[config.mk]
export PLATFORM = sky130hd
export DESIGN_NAME = fps_ctrl
export DESIGN_NICKNAME = d
export VERILOG_FILES = /design/src/verilog/fps_pkg.sv /design/src/verilog/fps_bus_cycle.sv /design/src/verilog/fps_ctrl.sv
export VERILOG_INCLUDE_DIRS = /design/src /design/src/verilog
export SDC_FILE = /design/constraint.sdc
export NUM_CORES = 1
export LEC_CHECK = 0
export ABC_AREA = 1
export BUFFER_PORTS_ARGS = -buffer_cell sky130_fd_sc_hd__buf_2
export CAP_MARGIN = 20
export CORE_MARGIN = 4
export CORE_UTILIZATION = 61
export CTS_CLUSTER_DIAMETER = 120
export DETAILED_ROUTE_END_ITERATION = 10
export PLACE_DENSITY = 0.86
export SLEW_MARGIN = 20
export SYNTH_ARGS = -nofsm -noshare
export SYNTH_HDL_FRONTEND = slang
export SYNTH_SLANG_ARGS = --single-unit
[constraint.sdc]
create_clock -name clk -period 5.61 [get_ports clk]
set_clock_uncertainty 0.2 [all_clocks]
set_input_delay 0 -clock clk [delete_from_list [all_inputs] [get_ports clk]]
set_output_delay 0 -clock clk [all_outputs]
set_load 0.05 [all_outputs]
[src/verilog/fps_params.svh]
// Offsets, field positions, command values and timing counts of the program controller
`ifndef FPS_PARAMS_SVH
`define FPS_PARAMS_SVH

// ----------------------------------------------------------------------
// APB register offsets (byte addresses)
// ----------------------------------------------------------------------
`define FPS_OFF_CTRL 8'h00
`define FPS_OFF_ADDR 8'h04
`define FPS_OFF_DATA 8'h08
`define FPS_OFF_STAT 8'h0C
`define FPS_OFF_RDAT 8'h10

// ----------------------------------------------------------------------
// Field positions
// ----------------------------------------------------------------------
`define FPS_CTRL_START 0
`define FPS_CTRL_TOGGLE 1
`define FPS_CTRL_SWRST 2
`define FPS_CTRL_HWRST 3
`define FPS_STAT_BUSY 0
`define FPS_STAT_DONE 1
`define FPS_STAT_FAIL 2
`define FPS_STAT_RDY 3
`define FPS_STAT_VFAIL 4
`define FPS_STAT_ABORT 5
`define FPS_BIT_POLL 7
`define FPS_BIT_TOG 6
`define FPS_BIT_TMO 5

// ----------------------------------------------------------------------
// Reset values and default command table
// ----------------------------------------------------------------------
`define FPS_CTRL_RST 1'b0
`define FPS_UNL1_ADDR 20'h0_0001
`define FPS_UNL2_ADDR 20'h0_0002
`define FPS_UNL1_DATA 8'h01
`define FPS_UNL2_DATA 8'h02
`define FPS_SETUP_DATA 8'h03
`define FPS_RESET_DATA 8'h04

// ----------------------------------------------------------------------
// Timing: least times in ns, rounded up to 5 ns cycles
// ----------------------------------------------------------------------
`define FPS_CLK_NS 5
`define FPS_T_WP_NS 35
`define FPS_T_RD_NS 70
`define FPS_T_RP_NS 500
`define FPS_T_RB_NS 200
`define FPS_CYC_WP ((`FPS_T_WP_NS + `FPS_CLK_NS - 1) / `FPS_CLK_NS)
`define FPS_CYC_RD ((`FPS_T_RD_NS + `FPS_CLK_NS - 1) / `FPS_CLK_NS)
`define FPS_CYC_RP ((`FPS_T_RP_NS + `FPS_CLK_NS - 1) / `FPS_CLK_NS)
`define FPS_CYC_RB ((`FPS_T_RB_NS + `FPS_CLK_NS - 1) / `FPS_CLK_NS)

`endif

[src/verilog/fps_pkg.sv]
// Types shared by the program controller and its bus cycle engine
package fps_pkg;

  // Controller sequence states
  typedef enum logic [3:0] {
    S_IDLE = 4'h0,
    S_UNL1 = 4'h1,
    S_UNL2 = 4'h2,
    S_SETUP = 4'h3,
    S_PROG = 4'h4,
    S_RD1 = 4'h5,
    S_RD2 = 4'h6,
    S_CHECK = 4'h7,
    S_FINAL = 4'h8,
    S_RSTCMD = 4'h9,
    S_HWRST = 4'hA,
    S_HWWAIT = 4'hB
  } fps_state_t;

  // Phases of one flash bus cycle
  typedef enum logic [1:0] {
    P_IDLE = 2'h0,
    P_SETUP = 2'h1,
    P_STROBE = 2'h2,
    P_HOLD = 2'h3
  } fps_phase_t;

  // Strobes and address toward the flash
  typedef struct packed {
    logic ce_b;
    logic we_b;
    logic oe_b;
    logic [19:0] addr;
  } fps_pins_t;

  // One bus cycle request
  typedef struct packed {
    logic wr;
    logic [19:0] addr;
    logic [7:0] data;
  } fps_cyc_t;

endpackage
[src/verilog/fps_bus_cycle.sv]
// One timed read or write cycle on the flash strobes
`timescale 1ns/1ps
`include "fps_params.svh"

module fps_bus_cycle
  import fps_pkg::*;
#(
  parameter int WP_CYC = `FPS_CYC_WP,
  parameter int RD_CYC = `FPS_CYC_RD
) (
  input wire logic clk,
  input wire logic rst_b,
  input wire logic abort,
  input wire logic req_valid,
  input fps_cyc_t req,
  output logic req_ready,
  output logic done,
  output logic [7:0] rdata,
  output fps_pins_t pins,
  input wire logic [7:0] dq_in,
  output logic [7:0] dq_out,
  output logic dq_oe
);

  fps_phase_t phase_q;
  fps_cyc_t cur_q;
  logic [7:0] cnt_q;
  logic [7:0] low_cnt_q;

  // Only an idle engine takes a request
  assign req_ready = (phase_q == P_IDLE);

  // ----------------------------------------------------------------------
  // Phase sequence and strobe drive
  // ----------------------------------------------------------------------
  // Strobes come straight from flops so they never glitch; chip select
  // spans the whole cycle so the earlier-rising strobe is write/output, except on abort when all rise together
  always_ff @(posedge clk or negedge rst_b) begin
    if (!rst_b) begin
      phase_q <= P_IDLE;
      cur_q <= '0;
      cnt_q <= 8'h00;
      pins <= '{ce_b: 1'b1, we_b: 1'b1, oe_b: 1'b1, addr: 20'h0_0000};
      dq_out <= 8'h00;
      dq_oe <= 1'b0;
      done <= 1'b0;
      rdata <= 8'h00;
    end else if (abort) begin
      phase_q <= P_IDLE;
      pins.ce_b <= 1'b1;
      pins.we_b <= 1'b1;
      pins.oe_b <= 1'b1;
      dq_oe <= 1'b0;
      done <= 1'b0;
    end else begin
      done <= 1'b0;
      case (phase_q)
        P_IDLE: begin
          if (req_valid) begin
            phase_q <= P_SETUP;
            cur_q <= req;
            pins.ce_b <= 1'b0;
            pins.addr <= req.addr;
            dq_out <= req.data;
            dq_oe <= req.wr;
          end
        end
        P_SETUP: begin
          phase_q <= P_STROBE;
          cnt_q <= cur_q.wr ? 8'(WP_CYC - 1) : 8'(RD_CYC - 1);
          pins.we_b <= !cur_q.wr;
          pins.oe_b <= cur_q.wr;
        end
        P_STROBE: begin
          if (cnt_q == 8'h00) begin
            phase_q <= P_HOLD;
            pins.we_b <= 1'b1;
            pins.oe_b <= 1'b1;
            if (!cur_q.wr) begin
              rdata <= dq_in;
            end
          end else begin
            cnt_q <= cnt_q - 8'h01;
          end
        end
        P_HOLD: begin
          phase_q <= P_IDLE;
          pins.ce_b <= 1'b1;
          dq_oe <= 1'b0;
          done <= 1'b1;
        end
        default: begin
          phase_q <= P_IDLE;
        end
      endcase
    end
  end

  // ----------------------------------------------------------------------
  // Checks
  // ----------------------------------------------------------------------
  // Counts how long write strobe stays low
  always_ff @(posedge clk or negedge rst_b) begin
    if (!rst_b) begin
      low_cnt_q <= 8'h00;
    end else if (!pins.we_b) begin
      low_cnt_q <= low_cnt_q + 8'h01;
    end else begin
      low_cnt_q <= 8'h00;
    end
  end
endmodule // fps_bus_cycle

[src/verilog/fps_ctrl.sv]
// Host-side program controller for a parallel flash, with APB register port
//
// Function
// - Program = two unlock writes, set-up command, then address/data write.
// - Hardware reset aborts programming; controller reissues full sequence afterwards.
// - Poll bit shows inverse of bit 7 until done; read program address.
// - Erase polling reads 0, then 1; erase not issued by this controller.
// - After poll bit turns true, re-read whole byte before trusting data.
// - Toggle check reads whole byte twice and compares; equal means done. Code compares only toggle bit 6 of the two reads.
// - Still toggling with timeout flag: check again, then fail and reset.
// - After stopping monitoring, restart toggle check from its first step.
//
// The register addresses and the APB register port were chosen for this implementation.
`timescale 1ns/1ps
`include "fps_params.svh"

module fps_ctrl
  import fps_pkg::*;
#(
  parameter logic [19:0] UNL1_ADDR = `FPS_UNL1_ADDR,
  parameter logic [19:0] UNL2_ADDR = `FPS_UNL2_ADDR,
  parameter logic [7:0] UNL1_DATA = `FPS_UNL1_DATA,
  parameter logic [7:0] UNL2_DATA = `FPS_UNL2_DATA,
  parameter logic [7:0] SETUP_DATA = `FPS_SETUP_DATA,
  parameter logic [7:0] RESET_DATA = `FPS_RESET_DATA
) (
  input wire logic clk,
  input wire logic rst_b,
  input wire logic psel,
  input wire logic penable,
  input wire logic pwrite,
  input wire logic [7:0] paddr,
  input wire logic [31:0] pwdata,
  output logic [31:0] prdata,
  output logic pready,
  output logic pslverr,
  output logic flash_ce_b,
  output logic flash_we_b,
  output logic flash_oe_b,
  output logic [19:0] flash_addr,
  output logic flash_reset_b,
  input wire logic [7:0] data_lines_in,
  output logic [7:0] data_lines_out,
  output logic data_lines_oe,
  input wire logic ready_busy_pin
);

  localparam int RP_CYC = `FPS_CYC_RP;
  localparam int RB_CYC = `FPS_CYC_RB;
  localparam int RP_M1 = RP_CYC - 1;

  fps_state_t state_q;
  logic [15:0] cnt_q;
  logic retry_q, rst_fail_q, prog_act_q, pend_q, toggle_q;
  logic done_q, fail_q, vfail_q, abort_q, rdy_q;
  logic [19:0] addr_q;
  logic [7:0] data_q, rd1_q, rd2_q;
  logic apb_wr, start_go, sw_go, hw_go, chk_ok, chk_tmo;
  logic cyc_valid, cyc_ready, cyc_done;
  logic [7:0] cyc_rdata;
  fps_cyc_t cyc_req;
  fps_pins_t pins;

  // ----------------------------------------------------------------------
  // Decode helpers
  // ----------------------------------------------------------------------
  // States that own one bus cycle
  function automatic logic is_op(input fps_state_t st);
    is_op = (st inside {S_UNL1, S_UNL2, S_SETUP, S_PROG, S_RD1, S_RD2, S_FINAL,
                        S_RSTCMD});
  endfunction

  // Bus cycle each state issues; polling and final reads use program address
  function automatic fps_cyc_t cyc_of(input fps_state_t st, input logic [19:0] a,
                                      input logic [7:0] d);
    fps_cyc_t c;
    c = '{wr: 1'b1, addr: a, data: d};
    case (st)
      S_UNL1: c = '{wr: 1'b1, addr: UNL1_ADDR, data: UNL1_DATA};
      S_UNL2: c = '{wr: 1'b1, addr: UNL2_ADDR, data: UNL2_DATA};
      S_SETUP: c = '{wr: 1'b1, addr: UNL1_ADDR, data: SETUP_DATA};
      S_RSTCMD: c = '{wr: 1'b1, addr: a, data: RESET_DATA};
      S_RD1, S_RD2, S_FINAL: c = '{wr: 1'b0, addr: a, data: 8'h00};
      default: c = '{wr: 1'b1, addr: a, data: d};
    endcase
    return c;
  endfunction

  // ----------------------------------------------------------------------
  // APB slave
  // ----------------------------------------------------------------------
  // Zero wait states; unmapped offsets answer with an error
  assign pready = 1'b1;
  assign pslverr = psel && penable && !(paddr inside {`FPS_OFF_CTRL, `FPS_OFF_ADDR,
                   `FPS_OFF_DATA, `FPS_OFF_STAT, `FPS_OFF_RDAT});
  assign apb_wr = psel && penable && pwrite && !pslverr;
  // Start only taken when idle, so no command reaches a busy device
  assign start_go = apb_wr && paddr == `FPS_OFF_CTRL && pwdata[`FPS_CTRL_START]
                    && state_q == S_IDLE;
  assign sw_go = apb_wr && paddr == `FPS_OFF_CTRL && pwdata[`FPS_CTRL_SWRST]
                 && state_q == S_IDLE;
  assign hw_go = apb_wr && paddr == `FPS_OFF_CTRL && pwdata[`FPS_CTRL_HWRST];

  // Software-written settings; address and data are frozen while busy
  always_ff @(posedge clk or negedge rst_b) begin
    if (!rst_b) begin
      toggle_q <= `FPS_CTRL_RST;
      addr_q <= 20'h0_0000;
      data_q <= 8'h00;
    end else if (apb_wr && state_q == S_IDLE) begin
      case (paddr)
        `FPS_OFF_CTRL: toggle_q <= pwdata[`FPS_CTRL_TOGGLE];
        `FPS_OFF_ADDR: addr_q <= pwdata[19:0];
        `FPS_OFF_DATA: data_q <= pwdata[7:0];
        default: ;
      endcase
    end
  end

  // Read data is loaded in the setup phase so it stands in the access phase
  always_ff @(posedge clk or negedge rst_b) begin
    if (!rst_b) begin
      prdata <= 32'h0000_0000;
    end else if (psel && !penable) begin
      case (paddr)
        `FPS_OFF_CTRL: prdata <= {30'h0000_0000, toggle_q, 1'b0};
        `FPS_OFF_ADDR: prdata <= {12'h000, addr_q};
        `FPS_OFF_DATA: prdata <= {24'h00_0000, data_q};
        `FPS_OFF_STAT: prdata <= {26'h000_0000, abort_q, vfail_q, rdy_q, fail_q, done_q,
                                  state_q != S_IDLE};
        `FPS_OFF_RDAT: prdata <= {24'h00_0000, cyc_rdata};
        default: prdata <= 32'h0000_0000;
      endcase
    end
  end

  // ----------------------------------------------------------------------
  // Bus cycle engine
  // ----------------------------------------------------------------------
  // pend_q blocks a second request in the cycle where done is seen
  assign cyc_valid = is_op(state_q) && !pend_q && !hw_go;
  assign cyc_req = cyc_of(state_q, addr_q, data_q);

  always_ff @(posedge clk or negedge rst_b) begin
    if (!rst_b) begin
      pend_q <= 1'b0;
    end else if (hw_go || cyc_done) begin
      pend_q <= 1'b0;
    end else if (cyc_valid && cyc_ready) begin
      pend_q <= 1'b1;
    end
  end

  fps_bus_cycle #(
    .WP_CYC(`FPS_CYC_WP),
    .RD_CYC(`FPS_CYC_RD)
  ) u_cycle (
    .clk(clk),
    .rst_b(rst_b),
    .abort(hw_go),
    .req_valid(cyc_valid),
    .req(cyc_req),
    .req_ready(cyc_ready),
    .done(cyc_done),
    .rdata(cyc_rdata),
    .pins(pins),
    .dq_in(data_lines_in),
    .dq_out(data_lines_out),
    .dq_oe(data_lines_oe)
  );

  assign flash_ce_b = pins.ce_b;
  assign flash_we_b = pins.we_b;
  assign flash_oe_b = pins.oe_b;
  assign flash_addr = pins.addr;

  // ----------------------------------------------------------------------
  // Status evaluation
  // ----------------------------------------------------------------------
  // Poll mode: bit 7 true; toggle mode: toggle bit one equal in both reads
  assign chk_ok = toggle_q ? (rd1_q[`FPS_BIT_TOG] == rd2_q[`FPS_BIT_TOG])
                           : (rd1_q[`FPS_BIT_POLL] == data_q[`FPS_BIT_POLL]);
  assign chk_tmo = toggle_q ? rd2_q[`FPS_BIT_TMO] : rd1_q[`FPS_BIT_TMO];

  // Status reads kept for comparison
  always_ff @(posedge clk or negedge rst_b) begin
    if (!rst_b) begin
      rd1_q <= 8'h00;
      rd2_q <= 8'h00;
    end else if (cyc_done && state_q == S_RD1) begin
      rd1_q <= cyc_rdata;
    end else if (cyc_done && state_q == S_RD2) begin
      rd2_q <= cyc_rdata;
    end
  end

  // ----------------------------------------------------------------------
  // Program sequence
  // ----------------------------------------------------------------------
  always_ff @(posedge clk or negedge rst_b) begin
    if (!rst_b) begin
      state_q <= S_IDLE;
      cnt_q <= 16'h0000;
      retry_q <= 1'b0;
      rst_fail_q <= 1'b0;
      prog_act_q <= 1'b0;
    end else if (hw_go) begin
      state_q <= S_HWRST;
      cnt_q <= 16'(RP_CYC - 1);
    end else begin
      case (state_q)
        S_IDLE: begin
          if (start_go) begin
            state_q <= S_UNL1;
            prog_act_q <= 1'b1;
          end else if (sw_go) begin
            state_q <= S_RSTCMD;
            rst_fail_q <= 1'b0;
          end
        end
        S_UNL1: if (cyc_done) state_q <= S_UNL2;
        S_UNL2: if (cyc_done) state_q <= S_SETUP;
        S_SETUP: if (cyc_done) state_q <= S_PROG;
        S_PROG: begin
          if (cyc_done) begin
            state_q <= S_RD1;
            retry_q <= 1'b0;
          end
        end
        S_RD1: if (cyc_done) state_q <= toggle_q ? S_RD2 : S_CHECK;
        S_RD2: if (cyc_done) state_q <= S_CHECK;
        S_CHECK: begin
          if (chk_ok) begin
            state_q <= S_FINAL;
          end else if (retry_q) begin
            state_q <= S_RSTCMD;
            rst_fail_q <= 1'b1;
          end else begin
            // Every new look starts again at S_RD1, with a fresh pair of reads in toggle mode
            retry_q <= chk_tmo;
            state_q <= S_RD1;
          end
        end
        S_FINAL: begin
          if (cyc_done) begin
            state_q <= S_IDLE;
            prog_act_q <= 1'b0;
          end
        end
        S_RSTCMD: begin
          if (cyc_done) begin
            state_q <= S_IDLE;
            prog_act_q <= 1'b0;
          end
        end
        S_HWRST: begin
          if (cnt_q == 16'h0000) begin
            state_q <= S_HWWAIT;
            cnt_q <= 16'(RB_CYC - 1);
          end else begin
            cnt_q <= cnt_q - 16'h0001;
          end
        end
        S_HWWAIT: begin
          // Aborted program is restarted from its first unlock write
          if (cnt_q == 16'h0000) begin
            state_q <= prog_act_q ? S_UNL1 : S_IDLE;
          end else begin
            cnt_q <= cnt_q - 16'h0001;
          end
        end
        default: state_q <= S_IDLE;
      endcase
    end
  end

  // Reset pin low for the whole reset window
  always_ff @(posedge clk or negedge rst_b) begin
    if (!rst_b) begin
      flash_reset_b <= 1'b1;
    end else begin
      flash_reset_b <= !(hw_go || (state_q == S_HWRST && cnt_q != 16'h0000));
    end
  end

  // ----------------------------------------------------------------------
  // Sticky status and ready sample; a set in the clearing cycle wins
  // ----------------------------------------------------------------------
  always_ff @(posedge clk or negedge rst_b) begin
    if (!rst_b) begin
      done_q <= 1'b0;
      fail_q <= 1'b0;
      vfail_q <= 1'b0;
      abort_q <= 1'b0;
      rdy_q <= 1'b1;
    end else begin
      rdy_q <= ready_busy_pin;
      if (state_q == S_FINAL && cyc_done) begin
        done_q <= 1'b1;
        vfail_q <= (cyc_rdata != data_q);
      end else if (start_go) begin
        done_q <= 1'b0;
        vfail_q <= 1'b0;
      end
      if (state_q == S_RSTCMD && cyc_done && rst_fail_q) begin
        fail_q <= 1'b1;
      end else if (start_go) begin
        fail_q <= 1'b0;
      end
      if (hw_go && prog_act_q) begin
        abort_q <= 1'b1;
      end else if (start_go) begin
        abort_q <= 1'b0;
      end
    end
  end
endmodule // fps_ctrl

Word-level counts from Yosys, hierarchy flattened:

Cells that the tools add are included.

* input port bits: 54
* register bits: 158

* bitwise logic cells: 3
* mux-type cells: 59
* add/subtract/negate cells: 2
* equality and inequality tests: 42
* reductions and logical operators: 68

Operators by type and width (number)
* case mux 29 bit (5 select lines): 1
* case mux 20 bit (5 select lines): 1
* 2-to-1 mux 4 bit: 15
* 2-to-1 mux 16 bit: 3
* case mux 4 bit (11 select lines): 1
* case mux 16 bit (2 select lines): 1
* 2-to-1 mux 1 bit: 24
* logical AND 1 bit: 22
* inequality test 3 x 2 -> 1 bit, second input constant: 7
* == test 4 x 3 -> 1 bit, second input constant: 4
* == test 4 bit, second input constant: 4
* == test 8 x 4 -> 1 bit, second input constant: 2
* logical NOT 16 bit: 1
* logical NOT 8 bit: 2
* case mux 8 bit (2 select lines): 1
* AND reduction 2 bit: 8
* nonzero test 16 bit: 1
* nonzero test 2 bit: 8
* subtractor 16 x 1 -> 16 bit, second input constant: 1
* inequality test 2 bit, second input constant: 6
* inequality test 3 bit, second input constant: 4
* AND reduction 4 bit: 3
* case mux 1 bit (2 select lines): 5
* AND reduction 10 bit: 1
* other kinds (30): 48

Depth between registers and ports, before layout:

Gate-level depths: netlist (run 1).

* word-level depth: 13
* mapped depth: 14

By module:

A second synthesis (run 1) with hierarchy kept.

* cells, all modules: 882
* area, all modules: 7243.2 sq um

By module, submodules not included
* fps_ctrl: area an instance 4870.9 sq um, cells each 657, instances 1
* fps_bus_cycle: area an instance 2372.3 sq um, cells each 225, instances 1

Worst setup path before layout (run 1):

OpenSTA, ideal clock, no wires.

* kind: register to register
* from: reg u_cycle.phase_q[0]
* to: reg u_cycle.rdata[6]
* slack: 3.729 ns
* buffers on the path: 1
* clock period less this slack: 1.881 ns
* library setup time: 0.121 ns
* data required time: 5.289 ns
* cell stages (with the launch flop): 9
* arrival: 1.561 ns
* cells stage by stage: dfrtp_1 -> inv_1 -> ha_1 -> clkinv_1 -> nor2_1 -> nand3_2 -> buf_4 -> nand2_1 -> o21ai_1

* longest elaborated chain between the ends: 2

RTL lines
* from (decl): line fps_bus_cycle.sv:25 `fps_phase_t phase_q;`
* from (signal assigned): line fps_bus_cycle.sv:40 `phase_q <= P_IDLE;`
* from (signal assigned): line fps_bus_cycle.sv:49 `phase_q <= P_IDLE;`
* from (signal assigned): line fps_bus_cycle.sv:60 `phase_q <= P_SETUP;`
* == test 2 bit: line fps_bus_cycle.sv:57 `case (phase_q)`
* AND reduction 4 bit (no source line)
* to (signal assigned): line fps_bus_cycle.sv:80 `rdata <= dq_in;`
* to (decl): line fps_bus_cycle.sv:18 `output logic [7:0] rdata,`

No other way between the ends.
A chain may end at the register's enable or synchronous reset.

Worst setup path after layout (run 1):

* from: in paddr[6]
* to: reg prdata[16]

* longest elaborated chain between the ends: 2
* elaborated cells on any way between the ends: 6

RTL lines
* from (decl): line fps_ctrl.sv:32 `input wire logic [7:0] paddr,`
* == test 8 x 5 -> 1 bit, or another cell as far along: line fps_ctrl.sv:125 `case (paddr)`
* case mux 20 bit (5 select lines) *: line fps_ctrl.sv:125
* to (signal assigned): line fps_ctrl.sv:126 `` `FPS_OFF_CTRL: prdata <= {30'h0000_0000, toggle_q, 1'b0}; ``
* to (signal assigned): line fps_ctrl.sv:127 `` `FPS_OFF_ADDR: prdata <= {12'h000, addr_q}; ``
* to (signal assigned): line fps_ctrl.sv:128 `` `FPS_OFF_DATA: prdata <= {24'h00_0000, data_q}; ``
* to (decl): line fps_ctrl.sv:34 `output logic [31:0] prdata,`

Mark *: on every way between the ends. The rest lies on a longest branch, timed or not.

==> results of run 1 <==
==> synthesized netlist by cell type, types with 11 or more instances <==
| master | number | area (µm²) |
|---|---|---|
| nand4_1 | 16 | 100 |
| o21ai_1 | 22 | 110 |
| nor2_1 | 61 | 229 |
| buf_4 | 18 | 135 |
| inv_1 | 90 | 338 |
| dfrtp_1 | 131 | 3280 |
| xor2_1 | 11 | 96.3 |
| nand3_1 | 51 | 255 |
| nand2_1 | 299 | 1120 |
| o21ai_0 | 78 | 390 |
| xnor2_1 | 11 | 96.3 |
| a21oi_1 | 17 | 85.1 |
==> timing repair <==
item                                    4_1_cts  5_1_grt
hold buffers                                 50        0
hold endpoints to repair                    136        0
endpoints found under the setup margin        0        0
==> registers in the layout, indices dropped and copies added, names as in the netlist, 2 cells and up <==
name and cells:
addr_q 20, cnt_q 16, data_q 8, prdata 20, rd1_q 3, rd2_q 2
state_q 4, u_cycle.cnt_q 8, u_cycle.dq_out 8, u_cycle.phase_q 2, u_cycle.pins 23, u_cycle.rdata 8
==> where the power goes <==
part,internal [mW],switching [mW]
Combinational,0.354,0.847
Clock,0.628,0.483
Sequential,1.14,0.125
==> how the worst max path moves through the flow <==
stage,depth (start not counted),to,start
2_1_floorplan,8,u_cycle.rdata[6]$_DFFE_PN0P_,u_cycle.phase_q[0]$_DFFE_PN0P_
3_3_place_gp,7,u_cycle.pins[4]$_DFFE_PN0P_,state_q[3]$_DFFE_PN0P_
3_5_place_dp,7,u_cycle.pins[7]$_DFFE_PN0P_,state_q[3]$_DFFE_PN0P_
4_1_cts,10,prdata[16]$_DFFE_PN0P_,paddr[6]
5_1_grt,10,prdata[16]$_DFFE_PN0P_,paddr[6]
6_report,10,prdata[16]$_DFFE_PN0P_,paddr[6]
==> layout make-up <==
type	instances	area, µm²
Clock buffer	17	425
Clock inverter	15	160
Fill cell	695	2440
Inverter	95	357
Multi-Input combinational cell	633	3040
Sequential cell	136	3410
Tap cell	140	175
Timing Repair Buffer	149	1030
==> metrics by stage <==
stage	instances	util [%]	worst slack (ns)	cell area, µm²
final	1185	77.9	2.07	8590
after global routing	1185	77.9	1.98	8590
after CTS	1185	77.9	2.18	8590
after detailed placement	1103	67.9	2.66	7490
after global placement	1103	67.9	2.77	7490
after floorplan	900	-	3.73	7040
==> worst register-to-register path: stages (launching register included) <==
cell      delay, ns
dfrtp_1        0.44
nor2_1         0.25
nand2_1        0.56
nand3b_1       0.37
nand4_2        0.46
buf_4          0.43
nand2_1        0.11
o21ai_0        0.11
==> cells by family after synthesis <==
logic type / synth area share (%)
xor+xnor: 2.75
flops: 48.7
buf+inv: 8.46
other cells: 0.107
mux: 0.161
compound gates: 10.2
fa+ha+maj: 1.61
simple gates: 28.0
==> metal layers <==
metal	vias up	global-route usage [%]	share of wire [%]
met4	0	11.0	3.0
li1	3119	-	-
met5	-	0	0
met1	3120	40.1	41
met2	409	48.5	47
met3	80	6.68	9.0
==> results.py, run 1 <==
metrics = {
    "critical_path": {
        "critical_path.top_delay_family": "buffers and inverters",
        "rr_worst_depth": 7,
        "worstPathRequired_ns": 5.78,
        "critical_path_buf_inv_count": 5,
        "end_kind": "register",
        "timing.rr.end": "u_cycle.pins[9]$_DFFE_PN0P_",
        "cp_cell_sequence": "dlygate4sd3_1 -> buf_2 -> nor2_2 -> dlygate4sd3_1 -> nand2_4 -> dlygate4sd3_1 -> nor4_4 -> nand3_1 -> dlygate4sd3_1 -> nand2_1",
        "timing.critical_path.mode_cell": "dlygate4sd3_1",
        "cp_data_arrival_time_ns": 3.71,
        "worst-setup-path-type": "input pin to register",
        "cp_max_fo": 18,
        "critPathMaxStageDelay_ns": 0.83,
        "rrSetupSlack_ns": 2.53,
        "slowest_stage": "nor4_4",
        "rr_startpoint": "state_q[3]$_DFFE_PN0P_",
        "start_kind": "input pin",
    },
    "floorplan": {
        "die_h_um": 115,
        "pin_count": 121,
        "core_area_um2": 11000,
        "die_x_um": 115,
        "die_area_um2": 13200,
        "fp-row-count": 38,
        "start_util_pct": 63.4,
    },
    "yosys": {
        "syn_area_per_cell_um2": 7.87,
        "synthCells": 889,
        "synth-seq-area-share_pct": 48.7,
        "syn-cell-area_um2": 7000,
        "ys_types": 41,
        "synth_edf_count": 0,
        "synth-seq-cells": 136,
        "ys.flop_type": "dfrtp_1",
        "postSynth.asyncResetShare_pct": 100,
        "yosysWarnings": 0,
    },
    "clocking": {
        "cts-resized-gates": 0,
        "cts_tree": "yes",
        "clkSinkCount": 136,
        "cts_setup_buffers": 0,
        "clk-insertion-delay-late_ns": 0.43,
        "clockBufferDepth": 2,
        "path_clk_slew_ns": 0.07,
        "cts_buffers": 17,
        "root_buffer": "clkbuf_16",
        "h-tree-depth": 4,
    },
    "global_route": {
        "grt_max_degree": 68,
        "track_usage_pct": 30.0,
        "grt_pass1_vias": 6386,
        "grt.overflow.total": 0,
        "antenna_found_initial": 0,
        "grt_first_pass_wirelength_mm": 31.3,
    },
    "sta": {
        "timing.final.crit_share_pct": 63.2,
        "finalSetupViolCount": 0,
        "slew_viol_final": 0,
        "slew_headroom_pct": 26.8,
        "rsz0062_at_grt": "no",
        "fmax_mhz": 282,
        "tns_ns": 0,
        "tightest_slew_ns": 1.09,
        "hold_viol_final": 0,
        "holdWs_ns": 0.0253,
        "period_needed_ns": 3.54,
    },
    "min_path": {
        "holdPathStages": 8,
        "min_to": "prdata[4]$_DFFE_PN0P_",
        "min_from": "paddr[5]",
        "hold_path.class": "input pin to register",
    },
    "final_layout": {
        "drive_above_1_share_pct": 16.0,
        "n_antenna_cell": 0,
        "final_cell_mix": "nand2_1, dfrtp_1, buf_2",
        "layout.nets": 1095,
        "final_common_cell": "nand2_1",
        "syn_to_final_growth_pct": 22.8,
    },
    "detailed_routing": {
        "num_vias": 6728,
        "ant_nets": 0,
        "post_drt_via_cell_ratio": 5.68,
        "drc": 0,
        "wl_per_cell_um": 16.3,
        "finalWirelength_mm": 19.3,
        "drt_iter0_drc": 834,
        "first_pass_iters": 8,
    },
    "pwr": {
        "p_per_area_nw_per_um2": 416,
        "max-vdd-ir-drop_v": 0.000228,
        "fin_total_pwr_mw": 3.57,
        "static-leakage-power_nw": 4.53,
    },
    "placed_design": {
        "portBuffers": 95,
        "post-dp-hpwl_mm": 11.7,
        "gp_congestion": 0.900,
    },
    "flow_run": {
        "drv_cap": 0,
    },
    "status": {
        "status": "finished clean",
    },
}
(Power assumes the default switching activity.)
==> run 2: changes to the inputs <==
Settings changed: CORE_UTILIZATION 61 to 51, PLACE_DENSITY 0.86 to 0.77.
Clock period 5.61 ns to 3.1 ns, I/O delays scaled along.
==> results.py, run 2 (same netlist as run 1, synthesis figures left out) <==
metrics = {
    "status": {
        "status": "finished clean",
    },
    "critical_path": {
        "slowest_stage": "dlygate4sd3_1",
        "start_kind": "input pin",
        "cp_cell_sequence": "dlygate4sd3_1 -> buf_2 -> nor2_2 -> nand2_4 -> dlygate4sd3_1 -> inv_1 -> nand2_1 -> a21oi_2 -> nand3_4 -> dlygate4sd3_1 -> o21ai_2",
        "timing.rr.end": "toggle_q$_DFFE_PN0P_",
        "end_kind": "register",
        "cp_data_arrival_time_ns": 3.05,
        "critPathMaxStageDelay_ns": 0.69,
        "critical_path_buf_inv_count": 5,
        "timing.critical_path.mode_cell": "dlygate4sd3_1",
        "worstPathRequired_ns": 3.25,
        "critical_path.top_delay_family": "buffers and inverters",
        "cp_max_fo": 15,
        "rr_startpoint": "state_q[3]$_DFFE_PN0P_",
        "worst-setup-path-type": "input pin to register",
        "rr_worst_depth": 7,
        "rrSetupSlack_ns": 0.38,
    },
    "final_layout": {
        "n_antenna_cell": 0,
        "drive_above_1_share_pct": 16.3,
        "multiInputGateArea_um2": 3040,
        "finalInstanceArea_um2": 8750,
        "top_register": "u_cycle.pins",
        "ff_latch_area_um2": 3410,
        "final_common_cell": "nand2_1",
        "syn_to_final_growth_pct": 25.0,
        "top_regs": "u_cycle.pins x23, addr_q x20, prdata x20",
        "layout.nets": 1102,
        "n_fill_cell": 1040,
        "final_cell_mix": "nand2_1, dfrtp_1, buf_2",
        "instances_no_fill": 1228,
        "largest_reg_flops": 23,
    },
    "clocking": {
        "clk-insertion-delay-late_ns": 0.43,
        "path_clk_slew_ns": 0.06,
        "clockBufferDepth": 2,
        "cts_buffers": 17,
        "clkSinkCount": 136,
        "root_buffer": "clkbuf_16",
        "cts-resized-gates": 0,
        "h-tree-depth": 4,
        "cts_tree": "yes",
    },
    "detailed_routing": {
        "post_drt_via_cell_ratio": 5.30,
        "first_pass_iters": 5,
        "wl_per_cell_um": 14.9,
        "drt_iter0_drc": 906,
        "finalWirelength_mm": 18.3,
        "ant_nets": 0,
        "drc": 0,
        "num_vias": 6510,
    },
    "placed_design": {
        "place_area_um2": 7570,
        "gp_congestion": 0.888,
        "placed_cells": 1142,
        "post-dp-hpwl_mm": 11.5,
        "portBuffers": 95,
        "place_ws_ns": 0.837,
    },
    "global_route": {
        "antenna_found_initial": 0,
        "grt_pass1_vias": 6192,
        "grt.overflow.total": 0,
        "grt_first_pass_wirelength_mm": 30.4,
        "track_usage_pct": 23.7,
        "grt_max_degree": 84,
    },
    "min_path": {
        "holdPathStages": 8,
        "min_to": "prdata[7]$_DFFE_PN0P_",
        "min_from": "paddr[5]",
        "hold_path.class": "input pin to register",
    },
    "pwr": {
        "max-vdd-ir-drop_v": 0.000423,
        "p_per_area_nw_per_um2": 755,
        "static-leakage-power_nw": 4.59,
        "fin_total_pwr_mw": 6.60,
    },
    "sta": {
        "hold_viol_final": 0,
        "tns_ns": 0,
        "fmax_mhz": 344,
        "finalSetupViolCount": 0,
        "tightest_slew_ns": 0.705,
        "slew_viol_final": 0,
        "slew_headroom_pct": 52.9,
        "rsz0062_at_grt": "no",
        "period_needed_ns": 2.90,
        "worst_slack_ns": 0.197,
        "timing.final.crit_share_pct": 93.6,
    },
    "floorplan": {
        "start_util_pct": 52.4,
        "die_h_um": 125,
        "die_area_um2": 15700,
        "core_area_um2": 13300,
        "die_x_um": 125,
        "fp-row-count": 42,
        "pin_count": 121,
    },
    "flow_run": {
        "drv_cap": 0,
    },
}
## run 2: cell types whose count changed in the layout (fill, tap and decap cells not counted), moves of 2 or more
cell,previous run,this run
buf_4,4,7
bufinv_16,1,3
dlygate4sd3_1,49,52
inv_8,3,1
## run 2: how the worst max path moves through the flow
stage	startpoint	to	depth (start not counted)
finish	paddr[7]	data_q[1]$_DFFE_PN0P_	11
detailed placement	u_cycle.phase_q[0]$_DFFE_PN0P_	u_cycle.rdata[0]$_DFFE_PN0P_	7
floorplan	u_cycle.phase_q[0]$_DFFE_PN0P_	u_cycle.rdata[6]$_DFFE_PN0P_	8
CTS	paddr[7]	toggle_q$_DFFE_PN0P_	12
global route	paddr[7]	data_q[1]$_DFFE_PN0P_	9
global placement	u_cycle.phase_q[0]$_DFFE_PN0P_	u_cycle.rdata[0]$_DFFE_PN0P_	7
## run 2: where the power goes
group | total, mW | leakage [nW] | switching, mW | internal, mW
logic | 2.18 | 2.48 | 1.50 | 0.673
clock network | 2.15 | 0.301 | 0.838 | 1.31
registers | 2.28 | 1.81 | 0.223 | 2.06
## run 2: area by class of cell
class                      count  share of cell area, %
inverter                      95                   4.08
tap                          176                   2.52
timing repair buffer         156                   12.6
multi-input combinational    633                   34.7
clock buffer                  18                   5.02
sequential                   136                   39.0
clock inverter                14                   2.09
## run 2: timing repair
action / CTS / global route
endpoints found under the setup margin: 0 / 2
buffers inserted: 0 / 1
hold buffers: 54 / 0
endpoints found under the hold margin: 203 / 0
## run 2: through the flow
stage | hold WS, ns | utilization [%]
after global placement | -0.213 | 56.7
after floorplan | -0.496 | -
final | 0.00387 | 65.5
after CTS | 0.0000926 | 65.6
after detailed placement | -0.204 | 56.7
after global routing | 0.0791 | 65.5
## run 2: worst reg2reg max path: cells and delay by family (launching register included)
kind | cells | cell delay [ns]
buf+inv | 2 | 1.10
simple gates | 4 | 0.86
flops | 1 | 0.44
compound gates | 1 | 0.06
## run 2: layer usage
metal | part of all wire (%) | GRT usage [%] | routed length (µm)
met4 | 3.5 | 10.5 | 644
met3 | 6.7 | 5.29 | 1230
met5 | 0 | 0 | 0
met1 | 44 | 32.0 | 7980
met2 | 46 | 36.8 | 8450
